===== config.mk =====
export PLATFORM = sky130hd
export DESIGN_NAME = fsc_ctrl
export DESIGN_NICKNAME = d
export VERILOG_FILES = /design/src/fsc_pkg.sv /design/src/fsc_clk_div.sv /design/src/fsc_key_cmp.sv /design/src/fsc_ctrl.sv
export SDC_FILE = /design/constraint.sdc
export NUM_CORES = 1
export LEC_CHECK = 0
export BUFFER_PORTS_ARGS = -buffer_cell sky130_fd_sc_hd__buf_2
export CAP_MARGIN = 15
export CORE_MARGIN = 5
export CORE_UTILIZATION = 50
export CTS_CLUSTER_SIZE = 14
export DETAILED_ROUTE_END_ITERATION = 16
export GPL_ROUTABILITY_DRIVEN = 0
export PLACE_DENSITY = 0.93
export REMOVE_ABC_BUFFERS = 1
export SYNTH_ARGS = -nofsm -noshare
export SYNTH_HDL_FRONTEND = slang
export SYNTH_SLANG_ARGS = --single-unit

===== constraint.sdc =====
create_clock -name ref_clk -period 2.8 [get_ports ref_clk]
set_clock_uncertainty 0.05 [all_clocks]
set_input_delay 0.28 -clock ref_clk [delete_from_list [all_inputs] [get_ports ref_clk]]
set_output_delay 0.28 -clock ref_clk [all_outputs]
set_load 0.01 [all_outputs]

===== src/fsc_pkg.sv =====
package fsc_pkg;
	// ==========================================================
	// Register map, byte addresses on the 32-bit bus.
	localparam logic [7:0] ADDR_OPTIONS = 8'h00;
	localparam logic [7:0] ADDR_CONFIG = 8'h04;
	localparam logic [7:0] ADDR_STATUS = 8'h08;
	localparam logic [7:0] ADDR_COMMAND = 8'h0C;
	localparam logic [7:0] ADDR_DIVIDER = 8'h10;
	localparam logic [7:0] ADDR_PROTECT = 8'h14;
	localparam logic [7:0] ADDR_IRQ_MASK = 8'h18;
	localparam logic [7:0] ADDR_KEY = 8'h1C;
	// ==========================================================
	// Field positions and masks.
	localparam int OPT_KEY_ENABLE = 7;
	localparam int OPT_REDIRECT_DISABLE = 6;
	localparam logic [7:0] OPT_USED_MASK = 8'hC3;
	localparam logic [7:0] CFG_RW_MASK = 8'hE0;
	localparam int CFG_KEY_ACCESS = 5;
	localparam int ST_BUFFER_EMPTY = 7;
	localparam int ST_COMPLETE = 6;
	localparam int ST_PROT_VIOL = 5;
	localparam int ST_ACCESS_ERR = 4;
	localparam int ST_BLANK = 2;
	localparam logic [7:0] ST_IRQ_MASK = 8'h70;
	localparam int DIV_WRITTEN = 7;
	localparam int DIV_PRESCALE = 6;
	localparam logic [5:0] DIV_VALUE_MASK = 6'h3F;
	localparam logic [1:0] SEC_UNSECURED = 2'h2;
	// ==========================================================
	// Reset values.
	localparam logic [7:0] RST_ZERO = 8'h00;
	localparam logic [1:0] RST_SEC = 2'h0;
	// ==========================================================
	// Command codes accepted in user mode.
	localparam logic [7:0] CMD_BLANK_CHECK = 8'h01;
	localparam logic [7:0] CMD_PROGRAM = 8'h02;
	localparam logic [7:0] CMD_BURST = 8'h03;
	localparam logic [7:0] CMD_PAGE_ERASE = 8'h04;
	localparam logic [7:0] CMD_MASS_ERASE = 8'h05;
	localparam int KEY_BYTES = 8;
	// ==========================================================
	// Carriers and states.
	typedef struct packed {
		logic [63:0] key;
		logic [7:0] protect;
		logic [7:0] options;
	} fsc_nv_t;
	typedef struct packed {
		logic start;
		logic abort;
		logic [7:0] code;
	} fsc_cmd_t;
	typedef enum logic [1:0] {
		FSC_IDLE = 2'b01,
		FSC_BUSY = 2'b10
	} fsc_state_t;
endpackage


===== src/fsc_clk_div.sv =====
// ==========================================================
// Flash timing clock divider.
module fsc_clk_div #(
	parameter int DIV_W = 6
) (
	// Clock and reset.
	input wire logic ref_clk,
	input wire logic resetn,
	// Settings.
	input wire logic enable,
	input wire logic prescale,
	input wire logic [DIV_W-1:0] div_value,
	// Output.
	output logic tick
);
	logic [2:0] pre_q;
	logic [DIV_W-1:0] cnt_q;
	logic tick_q;
	wire step = !prescale || (pre_q == 3'h7);
	wire wrap = step && (cnt_q == div_value);
	// A zero width leaves nothing to count, so elaboration stops here.
	if (DIV_W < 1)
	begin : g_bad_width
		$error("fsc_clk_div: DIV_W must be positive.");
	end
	// Divide by eight first when asked, then by the value plus one.
	always_ff @(posedge ref_clk or negedge resetn)
	begin
		if (!resetn)
		begin
			pre_q <= 3'h0;
			cnt_q <= '0;
			tick_q <= 1'b0;
		end
		else
		begin
			pre_q <= enable ? pre_q + 3'h1 : 3'h0;
			cnt_q <= (!enable || wrap) ? '0 : (step ? cnt_q + 1'b1 : cnt_q);
			tick_q <= enable && wrap;
		end
	end
	assign tick = tick_q;
endmodule // fsc_clk_div


===== src/fsc_key_cmp.sv =====
// ==========================================================
// Ordered backdoor key comparison.
module fsc_key_cmp #(
	parameter int BYTES = 8
) (
	// Clock and reset.
	input wire logic ref_clk,
	input wire logic resetn,
	// Key byte stream.
	input wire logic wr,
	input wire logic [7:0] wr_byte,
	input wire logic [BYTES*8-1:0] key,
	// Result.
	output logic match
);
	localparam int IW = $clog2(BYTES);
	logic [IW-1:0] idx_q;
	logic ok_q;
	logic match_q;
	wire last = (idx_q == IW'(BYTES - 1));
	wire same = (wr_byte == key[idx_q*8 +: 8]);
	// A one-byte key would leave the index without a bit, so elaboration stops here.
	if (BYTES < 2)
	begin : g_bad_bytes
		$error("fsc_key_cmp: BYTES must be at least two.");
	end
	// All bytes are taken before a verdict, so a wrong byte gives no early hint.
	always_ff @(posedge ref_clk or negedge resetn)
	begin
		if (!resetn)
		begin
			idx_q <= '0;
			ok_q <= 1'b1;
			match_q <= 1'b0;
		end
		else
		begin
			match_q <= wr && last && ok_q && same;
			if (wr)
			begin
				idx_q <= last ? '0 : idx_q + 1'b1;
				ok_q <= last ? 1'b1 : (ok_q && same);
			end
		end
	end
	assign match = match_q;
endmodule // fsc_key_cmp


===== src/fsc_ctrl.sv =====
// What this block does
// Software picks divider and prescale so the timing pulse stays within 5 to 6.7 us.
// Flash clock is bus clock divided by divider value plus one, optionally first by eight.
// Options register is copied from the nonvolatile byte at every reset only.
// Options register is read-only; bits 5 to 2 read zero.
// Key enable low refuses any backdoor unlock.
// Key comparison writes come only from user firmware, never background debug.
// Eight matching key bytes in order unsecure the part until next reset.
// Options bit 6 high disables vector redirection, low enables it.
// Security code 10 means unsecured; 00, 01 and 11 mean secured.
// While secured, memory accesses from debug and unsecured sources are blocked. The code gives only mem_block_debug, equal to secured.
// Key match or all-blank check sets the security code to unsecured.
// Configuration bits 7 to 5 are read/write; bits 4 to 0 read zero.
// Key access bit chooses key writes and invalid flash reads over commands. The code still takes and launches commands while the bit is set.
// Protection register loads at reset; only background debug writes change it.
// Launching a protected program or erase sets the violation flag and discards it.
// Broken sequence, undivided clock or stop while busy sets access error; a blank check launches with no divider written.
// Blank flag set only on all-erased blank check; cleared by next valid launch.
// Command register is write-only, reads zero, resets zero, five codes accepted.
// Writing one to buffer-empty launches; completion sets the complete flag.
//
// The AHB-Lite slave port and the placing of the registers are this design's own decisions.
module fsc_ctrl (
	// Clock and reset.
	input wire logic ref_clk,
	input wire logic resetn,
	// AHB-Lite slave.
	input wire logic hsel,
	input wire logic [31:0] haddr,
	input wire logic [1:0] htrans,
	input wire logic hwrite,
	input wire logic [2:0] hsize,
	input wire logic [31:0] hwdata,
	input wire logic hready,
	input wire logic dbg_access,
	output logic hreadyout,
	output logic hresp,
	output logic [31:0] hrdata,
	// Flash array side.
	input fsc_pkg::fsc_nv_t nv,
	input wire logic cmd_done,
	input wire logic blank_ok,
	input wire logic prot_hit,
	input wire logic stop_req,
	output fsc_pkg::fsc_cmd_t cmd,
	output logic fclk_tick,
	output logic [7:0] protection_register,
	// Security and system.
	output logic secured,
	output logic mem_block_debug,
	output logic vector_redirect_en,
	output logic flash_read_invalid,
	output logic irq
);
	// ==========================================================
	// State.
	logic [7:0] opt_q;
	logic [1:0] sec_q;
	logic loaded_q;
	logic [7:0] cfg_q;
	logic [7:0] prot_q;
	logic [7:0] div_q;
	logic [7:0] mask_q;
	logic [7:0] code_q;
	logic pend_q;
	logic cbef_q;
	logic ccf_q;
	logic pviol_q;
	logic accerr_q;
	logic blank_q;
	logic start_q;
	logic abort_q;
	logic wr_q;
	logic dbg_q;
	logic [7:0] addr_q;
	logic [31:0] hrdata_q;
	fsc_pkg::fsc_state_t state_q;
	fsc_pkg::fsc_state_t state_d;
	logic key_match;

	// ==========================================================
	// Bus decode.
	// The slave never stalls, so both handshake outputs are constants.
	wire ap = hsel && htrans[1] && hready;
	wire [7:0] ap_addr = haddr[7:0];
	wire wr_opt = wr_q && (addr_q == fsc_pkg::ADDR_OPTIONS);
	wire wr_cfg = wr_q && (addr_q == fsc_pkg::ADDR_CONFIG);
	wire wr_st = wr_q && (addr_q == fsc_pkg::ADDR_STATUS);
	wire wr_cmd = wr_q && (addr_q == fsc_pkg::ADDR_COMMAND);
	wire wr_div = wr_q && (addr_q == fsc_pkg::ADDR_DIVIDER);
	wire wr_prot = wr_q && (addr_q == fsc_pkg::ADDR_PROTECT);
	wire wr_mask = wr_q && (addr_q == fsc_pkg::ADDR_IRQ_MASK);
	wire wr_key = wr_q && (addr_q == fsc_pkg::ADDR_KEY);
	wire [7:0] wb = hwdata[7:0];

	// ==========================================================
	// Read view of each register.
	wire [7:0] opt_view = {opt_q[7:2], sec_q} & fsc_pkg::OPT_USED_MASK;
	wire [7:0] st_view = {cbef_q, ccf_q, pviol_q, accerr_q, 1'b0, blank_q, 2'h0};
	wire [7:0] rd_byte =
		(ap_addr == fsc_pkg::ADDR_OPTIONS) ? opt_view :
		(ap_addr == fsc_pkg::ADDR_CONFIG) ? cfg_q :
		(ap_addr == fsc_pkg::ADDR_STATUS) ? st_view :
		(ap_addr == fsc_pkg::ADDR_DIVIDER) ? div_q :
		(ap_addr == fsc_pkg::ADDR_PROTECT) ? prot_q :
		(ap_addr == fsc_pkg::ADDR_IRQ_MASK) ? mask_q :
		fsc_pkg::RST_ZERO;

	// ==========================================================
	// Command checks, evaluated on the command write, on the launching write, or while busy.
	wire code_ok = (wb == fsc_pkg::CMD_BLANK_CHECK) || (wb == fsc_pkg::CMD_PROGRAM) ||
		(wb == fsc_pkg::CMD_BURST) || (wb == fsc_pkg::CMD_PAGE_ERASE) ||
		(wb == fsc_pkg::CMD_MASS_ERASE);
	wire idle = (state_q == fsc_pkg::FSC_IDLE);
	wire busy = (state_q == fsc_pkg::FSC_BUSY);
	wire cmd_take = wr_cmd && idle && cbef_q && code_ok;
	wire cmd_bad = wr_cmd && !(idle && cbef_q && code_ok);
	wire launch = wr_st && wb[fsc_pkg::ST_BUFFER_EMPTY] && cbef_q && idle;
	wire is_blank = (code_q == fsc_pkg::CMD_BLANK_CHECK);
	wire no_div = !is_blank && !div_q[fsc_pkg::DIV_WRITTEN];
	wire launch_err = launch && (!pend_q || no_div);
	wire stop_err = busy && stop_req;
	wire acc_ev = launch_err || cmd_bad || stop_err;
	wire pviol_ev = launch && !launch_err && !is_blank && prot_hit;
	wire good_launch = launch && !launch_err && !pviol_ev;
	wire done = busy && cmd_done && !stop_req;
	wire blank_pass = done && is_blank && blank_ok;
	// Debug writes never reach the comparator, whatever the settings.
	wire key_wr = wr_key && cfg_q[fsc_pkg::CFG_KEY_ACCESS] && opt_q[fsc_pkg::OPT_KEY_ENABLE] && !dbg_q;
	wire clr_pviol = wr_st && wb[fsc_pkg::ST_PROT_VIOL];
	wire clr_acc = wr_st && wb[fsc_pkg::ST_ACCESS_ERR];

	// ==========================================================
	// Sequencer next state.
	always_comb
	begin
		state_d = state_q;
		unique case (state_q)
			fsc_pkg::FSC_IDLE: if (good_launch) state_d = fsc_pkg::FSC_BUSY;
			fsc_pkg::FSC_BUSY: if (done || stop_err) state_d = fsc_pkg::FSC_IDLE;
			default: state_d = fsc_pkg::FSC_IDLE;
		endcase
	end

	// ==========================================================
	// Bus phase capture and registered read data.
	always_ff @(posedge ref_clk or negedge resetn)
	begin
		if (!resetn)
		begin
			wr_q <= 1'b0;
			dbg_q <= 1'b0;
			addr_q <= fsc_pkg::RST_ZERO;
			hrdata_q <= '0;
		end
		else
		begin
			wr_q <= ap && hwrite;
			dbg_q <= dbg_access;
			addr_q <= ap_addr;
			if (ap && !hwrite)
				hrdata_q <= {24'h000000, rd_byte};
		end
	end

	// ==========================================================
	// Nonvolatile load one edge after reset release; the options never change after.
	// Loading on a clock edge keeps the asynchronous reset to constants only.
	always_ff @(posedge ref_clk or negedge resetn)
	begin
		if (!resetn)
		begin
			loaded_q <= 1'b0;
			opt_q <= fsc_pkg::RST_ZERO;
			sec_q <= fsc_pkg::RST_SEC;
			prot_q <= fsc_pkg::RST_ZERO;
		end
		else
		begin
			loaded_q <= 1'b1;
			if (!loaded_q)
			begin
				opt_q <= nv.options;
				sec_q <= nv.options[1:0];
				prot_q <= nv.protect;
			end
			else
			begin
				if (key_match || blank_pass)
					sec_q <= fsc_pkg::SEC_UNSECURED;
				if (wr_prot && dbg_q)
					prot_q <= wb;
			end
		end
	end

	// ==========================================================
	// Software settings: configuration, divider and interrupt mask.
	always_ff @(posedge ref_clk or negedge resetn)
	begin
		if (!resetn)
		begin
			cfg_q <= fsc_pkg::RST_ZERO;
			div_q <= fsc_pkg::RST_ZERO;
			mask_q <= fsc_pkg::RST_ZERO;
		end
		else
		begin
			if (wr_cfg)
				cfg_q <= wb & fsc_pkg::CFG_RW_MASK;
			if (wr_div)
				div_q <= {1'b1, wb[fsc_pkg::DIV_PRESCALE], wb[5:0] & fsc_pkg::DIV_VALUE_MASK};
			if (wr_mask)
				mask_q <= wb & fsc_pkg::ST_IRQ_MASK;
		end
	end

	// ==========================================================
	// Command buffer and sequencer.
	always_ff @(posedge ref_clk or negedge resetn)
	begin
		if (!resetn)
		begin
			state_q <= fsc_pkg::FSC_IDLE;
			code_q <= fsc_pkg::RST_ZERO;
			pend_q <= 1'b0;
			cbef_q <= 1'b1;
			start_q <= 1'b0;
			abort_q <= 1'b0;
		end
		else
		begin
			state_q <= state_d;
			start_q <= good_launch;
			abort_q <= stop_err;
			if (cmd_take)
			begin
				code_q <= wb;
				pend_q <= 1'b1;
			end
			else if (launch || cmd_bad)
				pend_q <= 1'b0;
			if (good_launch)
				cbef_q <= 1'b0;
			else if (done || stop_err)
				cbef_q <= 1'b1;
		end
	end

	// ==========================================================
	// Status flags. A set in the same cycle as a one-write wins.
	always_ff @(posedge ref_clk or negedge resetn)
	begin
		if (!resetn)
		begin
			ccf_q <= 1'b1;
			pviol_q <= 1'b0;
			accerr_q <= 1'b0;
			blank_q <= 1'b0;
		end
		else
		begin
			ccf_q <= done || stop_err || (ccf_q && !good_launch);
			pviol_q <= pviol_ev || (pviol_q && !clr_pviol);
			accerr_q <= acc_ev || (accerr_q && !clr_acc);
			blank_q <= blank_pass || (blank_q && !good_launch);
		end
	end

	// ==========================================================
	// Helpers.
	fsc_clk_div #(
		.DIV_W(6)
	) u_div (
		.ref_clk(ref_clk),
		.resetn(resetn),
		.enable(div_q[fsc_pkg::DIV_WRITTEN]),
		.prescale(div_q[fsc_pkg::DIV_PRESCALE]),
		.div_value(div_q[5:0]),
		.tick(fclk_tick)
	);

	fsc_key_cmp #(
		.BYTES(fsc_pkg::KEY_BYTES)
	) u_key (
		.ref_clk(ref_clk),
		.resetn(resetn),
		.wr(key_wr),
		.wr_byte(wb),
		.key(nv.key),
		.match(key_match)
	);

	// ==========================================================
	// Outputs.
	assign hreadyout = 1'b1;
	assign hresp = 1'b0;
	assign hrdata = hrdata_q;
	assign cmd = '{start: start_q, abort: abort_q, code: code_q};
	assign protection_register = prot_q;
	assign secured = (sec_q != fsc_pkg::SEC_UNSECURED);
	assign mem_block_debug = secured;
	assign vector_redirect_en = !opt_q[fsc_pkg::OPT_REDIRECT_DISABLE];
	assign flash_read_invalid = cfg_q[fsc_pkg::CFG_KEY_ACCESS];
	assign irq = |(st_view & mask_q);
endmodule // fsc_ctrl


* Word level (Yosys, flattened, before mapping)
Cells that the tools add are included.
Operators by class: reduce and logical (&&, ||, !) cells 83, equal/unequal tests 29, shifts and indexed selects 1, bitwise gates (word level) 1, $add $sub $neg 3, muxes and demuxes 22
Operator list (number):
- $shiftx 64x7->8 | 1
- $eq 8x5->1 const B | 7
- $mux 8 | 7
- $logic_and 1x1->1 | 47
- $eq 8x3->1 const B | 4
- $eq 8x4->1 const B | 3
- $eq 8x1->1 const B | 2
- $eq 8x2->1 const B | 2
- $logic_or 1x1->1 | 16
- $logic_not 1->1 | 14
- $mux 6 | 2
- $and 8x7->8 | 1
- $eq 8x8->1 | 1
- $logic_not 8->1 | 1
- $mux 2 | 4
- $ne 2x1->1 const B | 4
- $reduce_or 8->1 | 1
- $mux 7 | 1
- $add 3x1->3 const B | 2
- $add 6x1->6 const B | 1
- $eq 3x3->1 const B | 2
- $eq 6x6->1 | 1
- $mux 3 | 2
- $reduce_bool 2->1 | 3
- 6 further kinds | 10
Word-level totals: bits of input ports 159, output and inout bits 58, register bits 84

* Depth between registers and ports, before layout
Gate-level depths: netlist (run 1).
word-level depth 15, mapped depth 8, gate-level depth less buffers 7

* Modules after synthesis
From an unflattened synthesis (run 1), not the netlist that was laid out.
Second synthesis, totals: cells, all modules 413, area total of the unflattened synthesis 4531.8 µm²
Modules (own cells, without submodules):
- fsc_ctrl | times used 1, area each 3108.0 µm², cells an instance 294
- fsc_key_cmp | times used 1, area each 840.8 µm², cells an instance 71
- fsc_clk_div | times used 1, area each 583.1 µm², cells an instance 48

* Worst setup path after synthesis (run 1)
OpenSTA, ideal clock, no wires.
kind register -> register, start point reg u_key.idx_q[1], end point reg u_key.ok_q, cell stages (with the launch flop) 8, setup time 0.085 ns, data arrival time 1.674 ns, path buffers 2, path slack 0.991 ns, data required time 2.665 ns, path through dfrtp_1 buf_6 buf_8 mux4_1 mux2i_1 xnor2_1 nand4_1 o221ai_1
On the way: word-level cells in the longest chain between the ends 4, elaborated cells on any way between the ends 5, classes of those cells 2 x eq/ne; 1 x shift; 1 x mux; 1 x reduce/logical
RTL lines:
- from (decl) | RTL line fsc_key_cmp.sv:17 | logic [IW-1:0] idx_q;
- from (signal assigned) | RTL line fsc_key_cmp.sv:41 | idx_q <= last ? '0 : idx_q + 1'b1;
- $shiftx 64x7->8 | RTL line fsc_key_cmp.sv:21 | wire same = (wr_byte == key[idx_q*8 +: 8]);
- $eq 8x8->1 | RTL line fsc_key_cmp.sv:21
- $logic_and 1x1->1 | RTL line fsc_key_cmp.sv:42 | ok_q <= last ? 1'b1 : (ok_q && same);
- $mux 1 (*) | RTL line fsc_key_cmp.sv:42
- to (signal assigned) | RTL line fsc_key_cmp.sv:42
- to (decl) | RTL line fsc_key_cmp.sv:18 | logic ok_q;
Mark *: on every way between the ends. The rest lies on a longest branch, timed or not. A chain may end at the register's enable or synchronous reset.

* Final worst setup path (run 1)
start point in haddr[0], end point reg hrdata_q[1], in the netlist hrdata[1]
On the way: word-level cells in the longest chain between the ends 6, elaborated cells on any way between the ends 10, classes of those cells 4 x eq/ne; 5 x mux; 1 x reduce/logical
RTL lines:
- from (decl) | RTL line fsc_ctrl.sv:29 | input wire logic [31:0] haddr,
- $eq 8x5->1 | RTL line fsc_ctrl.sv:105 | (ap_addr == fsc_pkg::ADDR_PROTECT) ? prot_q :
- $mux 8 | RTL line fsc_ctrl.sv:105
- $mux 8 | RTL line fsc_ctrl.sv:104 | (ap_addr == fsc_pkg::ADDR_DIVIDER) ? div_q :
- $mux 8 | RTL line fsc_ctrl.sv:103 | (ap_addr == fsc_pkg::ADDR_STATUS) ? st_view :
- $mux 8 | RTL line fsc_ctrl.sv:102 | (ap_addr == fsc_pkg::ADDR_CONFIG) ? cfg_q :
- $mux 8 (*) | RTL line fsc_ctrl.sv:101 | (ap_addr == fsc_pkg::ADDR_OPTIONS) ? opt_view :
- to (signal assigned) | RTL line fsc_ctrl.sv:162 | hrdata_q <= {24'h000000, rd_byte};
- to (decl) | RTL line fsc_ctrl.sv:76 | logic [31:0] hrdata_q;
Marks and branches as above.

==> flow_summary.rst, run 1 <==
.. list-table::
   :header-rows: 1

   * - Metric
     - Value
   * - Status
     - completed
   * - Post-cts resize count
     - 0
   * - Proportion of synthesized chip area in sequential cells
     - 45.3%
   * - Synth Flop Type
     - dfrtp_1
   * - Die X
     - 103 microns
   * - Register-to-register setup slack
     - 540 ps
   * - Clock Sink Count
     - 78
   * - Setup TNS
     - 0 ps
   * - Number of failing setup endpoints in the final timing report
     - 0
   * - Top-area cell type share of the netlist area
     - 42.8%
   * - Number of synthesized flops with an enable pin
     - 0
   * - DRT antenna net count
     - 0
   * - GR Overflow Total
     - 0
   * - Top routing layer in use
     - met4
   * - Setup crit end kind
     - flop
   * - Post-detailed-route DRC marker count
     - 0
   * - Initial antenna violation count
     - 0
   * - Power Dens Cells
     - 468 mW/mm^2
   * - Number of top-level pins
     - 217
   * - Routed wl met2
     - 5.48 mm
   * - Remaining max-slew budget at the tightest pin
     - 37.0%
   * - Hold Violations, Final
     - 0
   * - Metal3 WL
     - 1.15 mm
   * - Die Outline Area
     - 0.0106 sq mm
   * - Placed Area
     - 0.00494 sq mm
   * - Critical-path top delay cell
     - or4_1
   * - Largest stage delay, worst path
     - 590 ps
   * - Htree depth
     - 3
   * - Non-Filler Cell Area, Final
     - 0.00522 sq mm
   * - Clk buf depth
     - 2
   * - Top cells by area, synth
     - dfrtp_1, mux2_2, mux2i_1
   * - DR vias
     - 3566
   * - Top fanout value on the critical path
     - 4
   * - Die Height
     - 103 microns
   * - Overall track demand over capacity in global routing
     - 21.0%
   * - Share of layout cells above drive strength 1
     - 35.3%
   * - CP delay by family, top
     - simple AND/OR/NAND/NOR gates
   * - Number of buffers created by CTS
     - 9
   * - Standard-cell rows
     - 34
   * - Most frequent cell after synthesis
     - dfrtp_1
   * - Unrepaired setup endpoints after global routing
     - false
   * - Largest voltage drop on the vdd net
     - 0.288 mV
   * - First-pass GRT wire length
     - 17.1 mm
   * - Gate count after technology mapping
     - 401
   * - Core box area
     - 0.00859 sq mm
   * - Slew of the pin with the lowest slew margin
     - 945 ps
   * - Starting density of the core
     - 50.3%
   * - Buffers & Inverters on Critical Path
     - 2
   * - Part of the cycle the worst path needs
     - 82.3%
   * - R2r startpoint
     - u_key.idx_q[1]
   * - Data arrival at the endpoint of the critical path
     - 2510 ps
   * - Achievable Freq
     - 434 MHz
   * - Library cell occupying the most area in the post-synthesis netlist
     - dfrtp_1
   * - Synth cell types
     - 55
   * - Clock period minus worst slack
     - 2310 ps
   * - Type of the worst min-delay path
     - in2async
   * - Number of antenna cells inserted
     - 0
   * - Count of cells along the worst register-to-register path
     - 5
   * - Synthesized area per cell
     - 10.8 sq um
   * - Growth of design area from synthesis to finish
     - 20.8%
   * - Wirelength per Cell
     - 17.0 microns
   * - Count of buffers inserted at the top-level ports
     - 134
   * - Type of element launching the critical path
     - input pin
   * - Ordered cell list for the critical path
     - dlygate4sd3_1, buf_2, or4_1, nor4b_1, a22oi_1, o21ai_0
   * - First-pass DRT Iterations
     - 4
   * - Clock latency on the worst-skew pair
     - 340 ps
   * - Routed Wire Length
     - 11.0 mm
   * - Data required time of the worst path
     - 3010 ps
   * - Ys async rst share
     - 100%
   * - Area of the mapped netlist
     - 0.00432 sq mm
   * - CTS tree
     - built
   * - Max capacitance violation total
     - 0
   * - Fin nets
     - 698
   * - Flop and latch count out of synthesis
     - 78
   * - Number of warning messages in the yosys log
     - 0
   * - Routed via count divided by cell count
     - 5.52
   * - Placed wire-length estimate
     - 8.61 mm
   * - Post-CTS setup buffer count
     - 0
   * - Leakage power
     - 2.59 nW
   * - Most frequent cells after synthesis
     - dfrtp_1, buf_4, nand2_1, mux2_2, nor2_1
   * - Pin count of the biggest net entering global routing
     - 79
   * - Endpoint of the most critical register-to-register path
     - u_key.match
   * - Category of the most critical setup path
     - in2reg
   * - Number of design-rule violations left by the first detailed-router iteration
     - 154
   * - Clock transition at the register clock pins on the worst setup and hold paths after CTS
     - 80 ps
   * - Number of global-route vias before repair
     - 3580
   * - Pins over their slew limit
     - 0
   * - Cell at the root of the clock tree
     - clkbuf_8
   * - Routed length on met1
     - 4.18 mm
[flip-flops by register name (all words and copies together), names as in the netlist, 2 cells and up]
name / count
u_div.cnt_q: 6
opt_q: 2
sec_q: 2
protection_register: 8
cfg_q: 3
div_q: 8
state_q: 2
u_div.pre_q: 3
addr_q: 8
code_q: 8
hrdata: 8
u_key.idx_q: 3
mask_q: 3
[per-layer routing]
layer	vias to the layer above	track usage, %
met5	-	0
met4	0	5.58
met3	21	5.55
met2	191	37.0
met1	1709	25.6
li1	1645	-
[area by class of cell]
cell class | count | area [sq um]
Multi-Input combinational cell | 292 | 2110
Clock buffer | 9 | 124
Inverter | 11 | 41.3
Sequential cell | 78 | 1960
Fill cell | 720 | 3370
Clock inverter | 6 | 111
Timing Repair Buffer | 142 | 746
Tap cell | 108 | 135
[repair_timing]
action	4_1_cts	5_1_grt
endpoints found under the setup margin	0	0
hold buffers	5	0
hold endpoints to repair	5	0
[power by group]
part	internal, mW	leakage [nW]	switching, mW	total (mW)
Clock	0.587	0.115	0.402	0.989
Combinational	0.125	1.49	0.145	0.271
Sequential	1.16	0.982	0.0291	1.18
[cell usage in the layout, fill, tap and decap left out, drive strengths merged, types with 2 or more instances in the layout]
cell | netlist | layout
dlygate4sd3 | 0 | 5
nand2b | 5 | 5
a22oi | 2 | 2
nor4b | 2 | 2
mux2i | 26 | 26
or3 | 2 | 2
ha | 5 | 5
mux4 | 9 | 9
or2 | 2 | 2
a221oi | 3 | 3
nand3 | 7 | 7
o21ai | 25 | 25
bufinv | 0 | 3
conb | 2 | 27
mux2 | 27 | 27
nor4 | 4 | 4
nand4 | 7 | 7
buf | 36 | 137
dfstp | 4 | 4
a32oi | 2 | 2
clkbuf | 9 | 9
nor3 | 4 | 4
inv | 11 | 11
nor2 | 28 | 28
and2 | 5 | 5
xnor2 | 10 | 10
nor2b | 12 | 12
o31ai | 2 | 2
xor2 | 8 | 8
o22ai | 3 | 3
clkinv | 0 | 2
nand4b | 3 | 3
a21oi | 16 | 16
nand2 | 28 | 28
a211o | 2 | 2
dfrtp | 74 | 74
[worst reg2reg max path, delay by kind of cell, from the launching register on]
family	cells	cell delay, ps
AND/OR/NAND/NOR	2	370
flip-flops	1	740
XOR/XNOR	1	160
multiplexers	2	850
[how the worst max path moves through the flow]
stage | start | to | slack (ps) | depth (start not counted)
after floorplan | addr_q[5] | code_q[0] | 850 | 5
after global placement | u_key.idx_q[1] | u_key.match | 680 | 5
after detailed placement | u_key.idx_q[1] | u_key.match | 550 | 5
after CTS | haddr[0] | hrdata[1] | 510 | 6
after global routing | u_key.idx_q[1] | u_key.match | 440 | 5
final | haddr[0] | hrdata[1] | 490 | 6
[cells by family (layout without fill, tap and decap cells)]
family | after synthesis | after routing | synth area share [%]
and+or+nand+nor | 114 | 114 | 13.6
DFF | 78 | 78 | 45.3
AOI/OAI and AO/OA | 66 | 66 | 9.40
muxes | 62 | 62 | 18.3
buffers and inverters | 56 | 168 | 8.16
xor gates and xnor gates | 18 | 18 | 3.65
adders and majority gates | 5 | 5 | 1.45
other | 2 | 27 | 0.174
[through the flow]
step                total power [mW]  hold slack, ps  setup WS, ps  instances  utilization, %
floorplan                       1.31           -65.6           852        381               -
global placement                1.46             342           681        626            57.5
detailed placement              1.47             343           550        626            57.5
CTS                             2.46            39.3           508        646            60.8
global route                    2.55            38.8           438        646            60.8
finish                          2.44            40.8           495        646            60.8
Note: power is estimated with default switching activity, not from simulation.
==> run 2: changes to the inputs <==
--- a/config.mk
+++ b/config.mk
@@ -8,11 +8,11 @@
 export BUFFER_PORTS_ARGS = -buffer_cell sky130_fd_sc_hd__buf_2
 export CAP_MARGIN = 15
 export CORE_MARGIN = 5
-export CORE_UTILIZATION = 50
+export CORE_UTILIZATION = 46
 export CTS_CLUSTER_SIZE = 14
 export DETAILED_ROUTE_END_ITERATION = 16
 export GPL_ROUTABILITY_DRIVEN = 0
-export PLACE_DENSITY = 0.93
+export PLACE_DENSITY = 0.87
 export REMOVE_ABC_BUFFERS = 1
 export SYNTH_ARGS = -nofsm -noshare
 export SYNTH_HDL_FRONTEND = slang
==> constraint.sdc (replaced) <==
create_clock -name ref_clk -period 2.3 [get_ports ref_clk]
set_clock_uncertainty 0.05 [all_clocks]
set_input_delay 0.23 -clock ref_clk [delete_from_list [all_inputs] [get_ports ref_clk]]
set_output_delay 0.23 -clock ref_clk [all_outputs]
set_load 0.01 [all_outputs]
==> run 2 against run 1 <==
Routed wire length is 1.1% higher. Highest routed layer unchanged. Critical endpoint is now hrdata[0]. Worst setup slack worse by 290 ps. Critical path type unchanged. Via count is 1.5% lower.
==> flow_summary.rst, run 2 (synthesized netlist as in run 1, its figures left out) <==
.. list-table::
   :header-rows: 1

   * - Metric
     - Value
   * - GR Overflow Total
     - 0
   * - CTS tree
     - built
   * - Count of buffers inserted at the top-level ports
     - 134
   * - Hold Violations, Final
     - 0
   * - Count of cells along the worst register-to-register path
     - 5
   * - Placed wire-length estimate
     - 9.00 mm
   * - Number of failing setup endpoints in the final timing report
     - 0
   * - First-pass GRT wire length
     - 18.0 mm
   * - Buffers & Inverters on Critical Path
     - 2
   * - Overall track demand over capacity in global routing
     - 20.1%
   * - First-pass DRT Iterations
     - 5
   * - Number of top-level pins
     - 217
   * - Leakage power
     - 2.59 nW
   * - Die Height
     - 107 microns
   * - Starting density of the core
     - 47.0%
   * - Largest stage delay, worst path
     - 610 ps
   * - Clock latency on the worst-skew pair
     - 350 ps
   * - Top fanout value on the critical path
     - 4
   * - Post-CTS setup buffer count
     - 0
   * - Ordered cell list for the critical path
     - dlygate4sd3_1, buf_2, or4_1, nor4_1, a22oi_1, o21ai_0
   * - Fin nets
     - 707
   * - Pre-CTS worst setup slack
     - 130 ps
   * - Type of element launching the critical path
     - input pin
   * - Number of buffers created by CTS
     - 9
   * - Die Outline Area
     - 0.0114 sq mm
   * - Type of the worst min-delay path
     - in2reg
   * - Power Dens Cells
     - 513 mW/mm^2
   * - Remaining max-slew budget at the tightest pin
     - 58.6%
   * - Max capacitance violation total
     - 0
   * - Pins over their slew limit
     - 0
   * - Setup TNS
     - 0 ps
   * - Htree depth
     - 3
   * - Clk buf depth
     - 2
   * - Slew of the pin with the lowest slew margin
     - 615 ps
   * - Unrepaired setup endpoints after global routing
     - false
   * - Wirelength per Cell
     - 16.9 microns
   * - Number of antenna cells inserted
     - 0
   * - DR vias
     - 3514
   * - Clock transition at the register clock pins on the worst setup and hold paths after CTS
     - 90 ps
   * - Register-to-register setup slack
     - 220 ps
   * - Clock period minus worst slack
     - 2100 ps
   * - Growth of design area from synthesis to finish
     - 21.6%
   * - Core box area
     - 0.00920 sq mm
   * - CP delay by family, top
     - simple AND/OR/NAND/NOR gates
   * - Non-Filler Instances
     - 659
   * - Cell at the root of the clock tree
     - clkbuf_8
   * - Category of the most critical setup path
     - in2reg
   * - Number of cells in the design after placement
     - 636
   * - Routed Wire Length
     - 11.1 mm
   * - Hold Startpoint
     - haddr[4]
   * - Worst hold slack across all endpoints
     - 45.6 ps
   * - Data arrival at the endpoint of the critical path
     - 2320 ps
   * - Setup crit end kind
     - flop
   * - Critical-path top delay cell
     - or4_1
   * - Part of the cycle the worst path needs
     - 91.3%
   * - Hold path depth
     - 1
   * - Initial antenna violation count
     - 0
   * - Routed via count divided by cell count
     - 5.33
   * - Endpoint of the most critical register-to-register path
     - code_q[2]
   * - Number of global-route vias before repair
     - 3605
   * - Pin count of the biggest net entering global routing
     - 43
   * - End of the worst hold path
     - addr_q[4]
   * - Post-detailed-route DRC marker count
     - 0
   * - Final setup margin
     - 200 ps
   * - Clock Sink Count
     - 78
   * - DRT antenna net count
     - 0
   * - Number of design-rule violations left by the first detailed-router iteration
     - 213
   * - Status
     - completed
   * - Most used cells in the layout excluding fill and tap cells
     - buf_2, dfrtp_1, nand2_1
   * - R2r startpoint
     - addr_q[5]
   * - Achievable Freq
     - 476 MHz
   * - Data required time of the worst path
     - 2520 ps
   * - Commonest non-fill, non-tap cell in the layout
     - buf_2
   * - Largest voltage drop on the vdd net
     - 0.241 mV
   * - Standard-cell rows
     - 35
   * - Total power of the final layout
     - 2.70 mW
   * - Share of layout cells above drive strength 1
     - 36.3%
   * - Die X
     - 107 microns
## run 2: worst register-to-register path: cells and delay by family, from the launching register on
family / cells / cell delay (ps)
flops: 1 / 380
mux: 1 / 380
simple gates: 4 / 1160
## run 2: final cells by class
class,count,area [sq um]
fill,818,3940
sequential,78,1960
multi-input combinational,292,2110
timing repair buffer,151,828
inverter,11,41.3
tap,111,139
clock inverter,6,47.5
clock buffer,10,128
## run 2: timing repair
| action | CTS | global route |
|---|---|---|
| setup endpoints to repair | 0 | 4 |
| hold buffers | 7 | 0 |
| hold endpoints to repair | 80 | 0 |
| gates resized for setup | 0 | 2 |
## run 2: power breakdown
group | total (mW) | switching [mW] | internal, mW
registers | 1.44 | 0.0299 | 1.41
clock network | 0.921 | 0.524 | 0.397
logic | 0.341 | 0.183 | 0.158
total | 2.70 | 0.737 | 1.96
## run 2: metrics by stage
stage / utilization (%) / instance area (sq um)
2_1_floorplan: - / 4110
3_3_place_gp: 54.4 / 5000
3_5_place_dp: 54.4 / 5000
4_1_cts: 57.1 / 5250
5_1_grt: 57.2 / 5260
6_report: 57.2 / 5260
## run 2: worst max path at each step
stage / slack (ps) / endpoint / startpoint / cells after the start
after floorplan: 350 / code_q[0] / addr_q[5] / 5
after global placement: 250 / u_key.match / u_key.idx_q[1] / 6
after detailed placement: 130 / u_key.ok_q / u_key.idx_q[1] / 7
after CTS: 80 / hrdata[0] / haddr[0] / 6
after global routing: 50 / ccf_q / addr_q[5] / 6
final: 200 / hrdata[0] / haddr[0] / 6
## run 2: layer usage
layer,GRT usage [%],vias up,routed length (microns)
met2,34.8,162,5540
met4,7.12,0,146
li1,-,1670,-
met3,3.37,10,1050
met5,0,-,0
met1,25.4,1672,4400
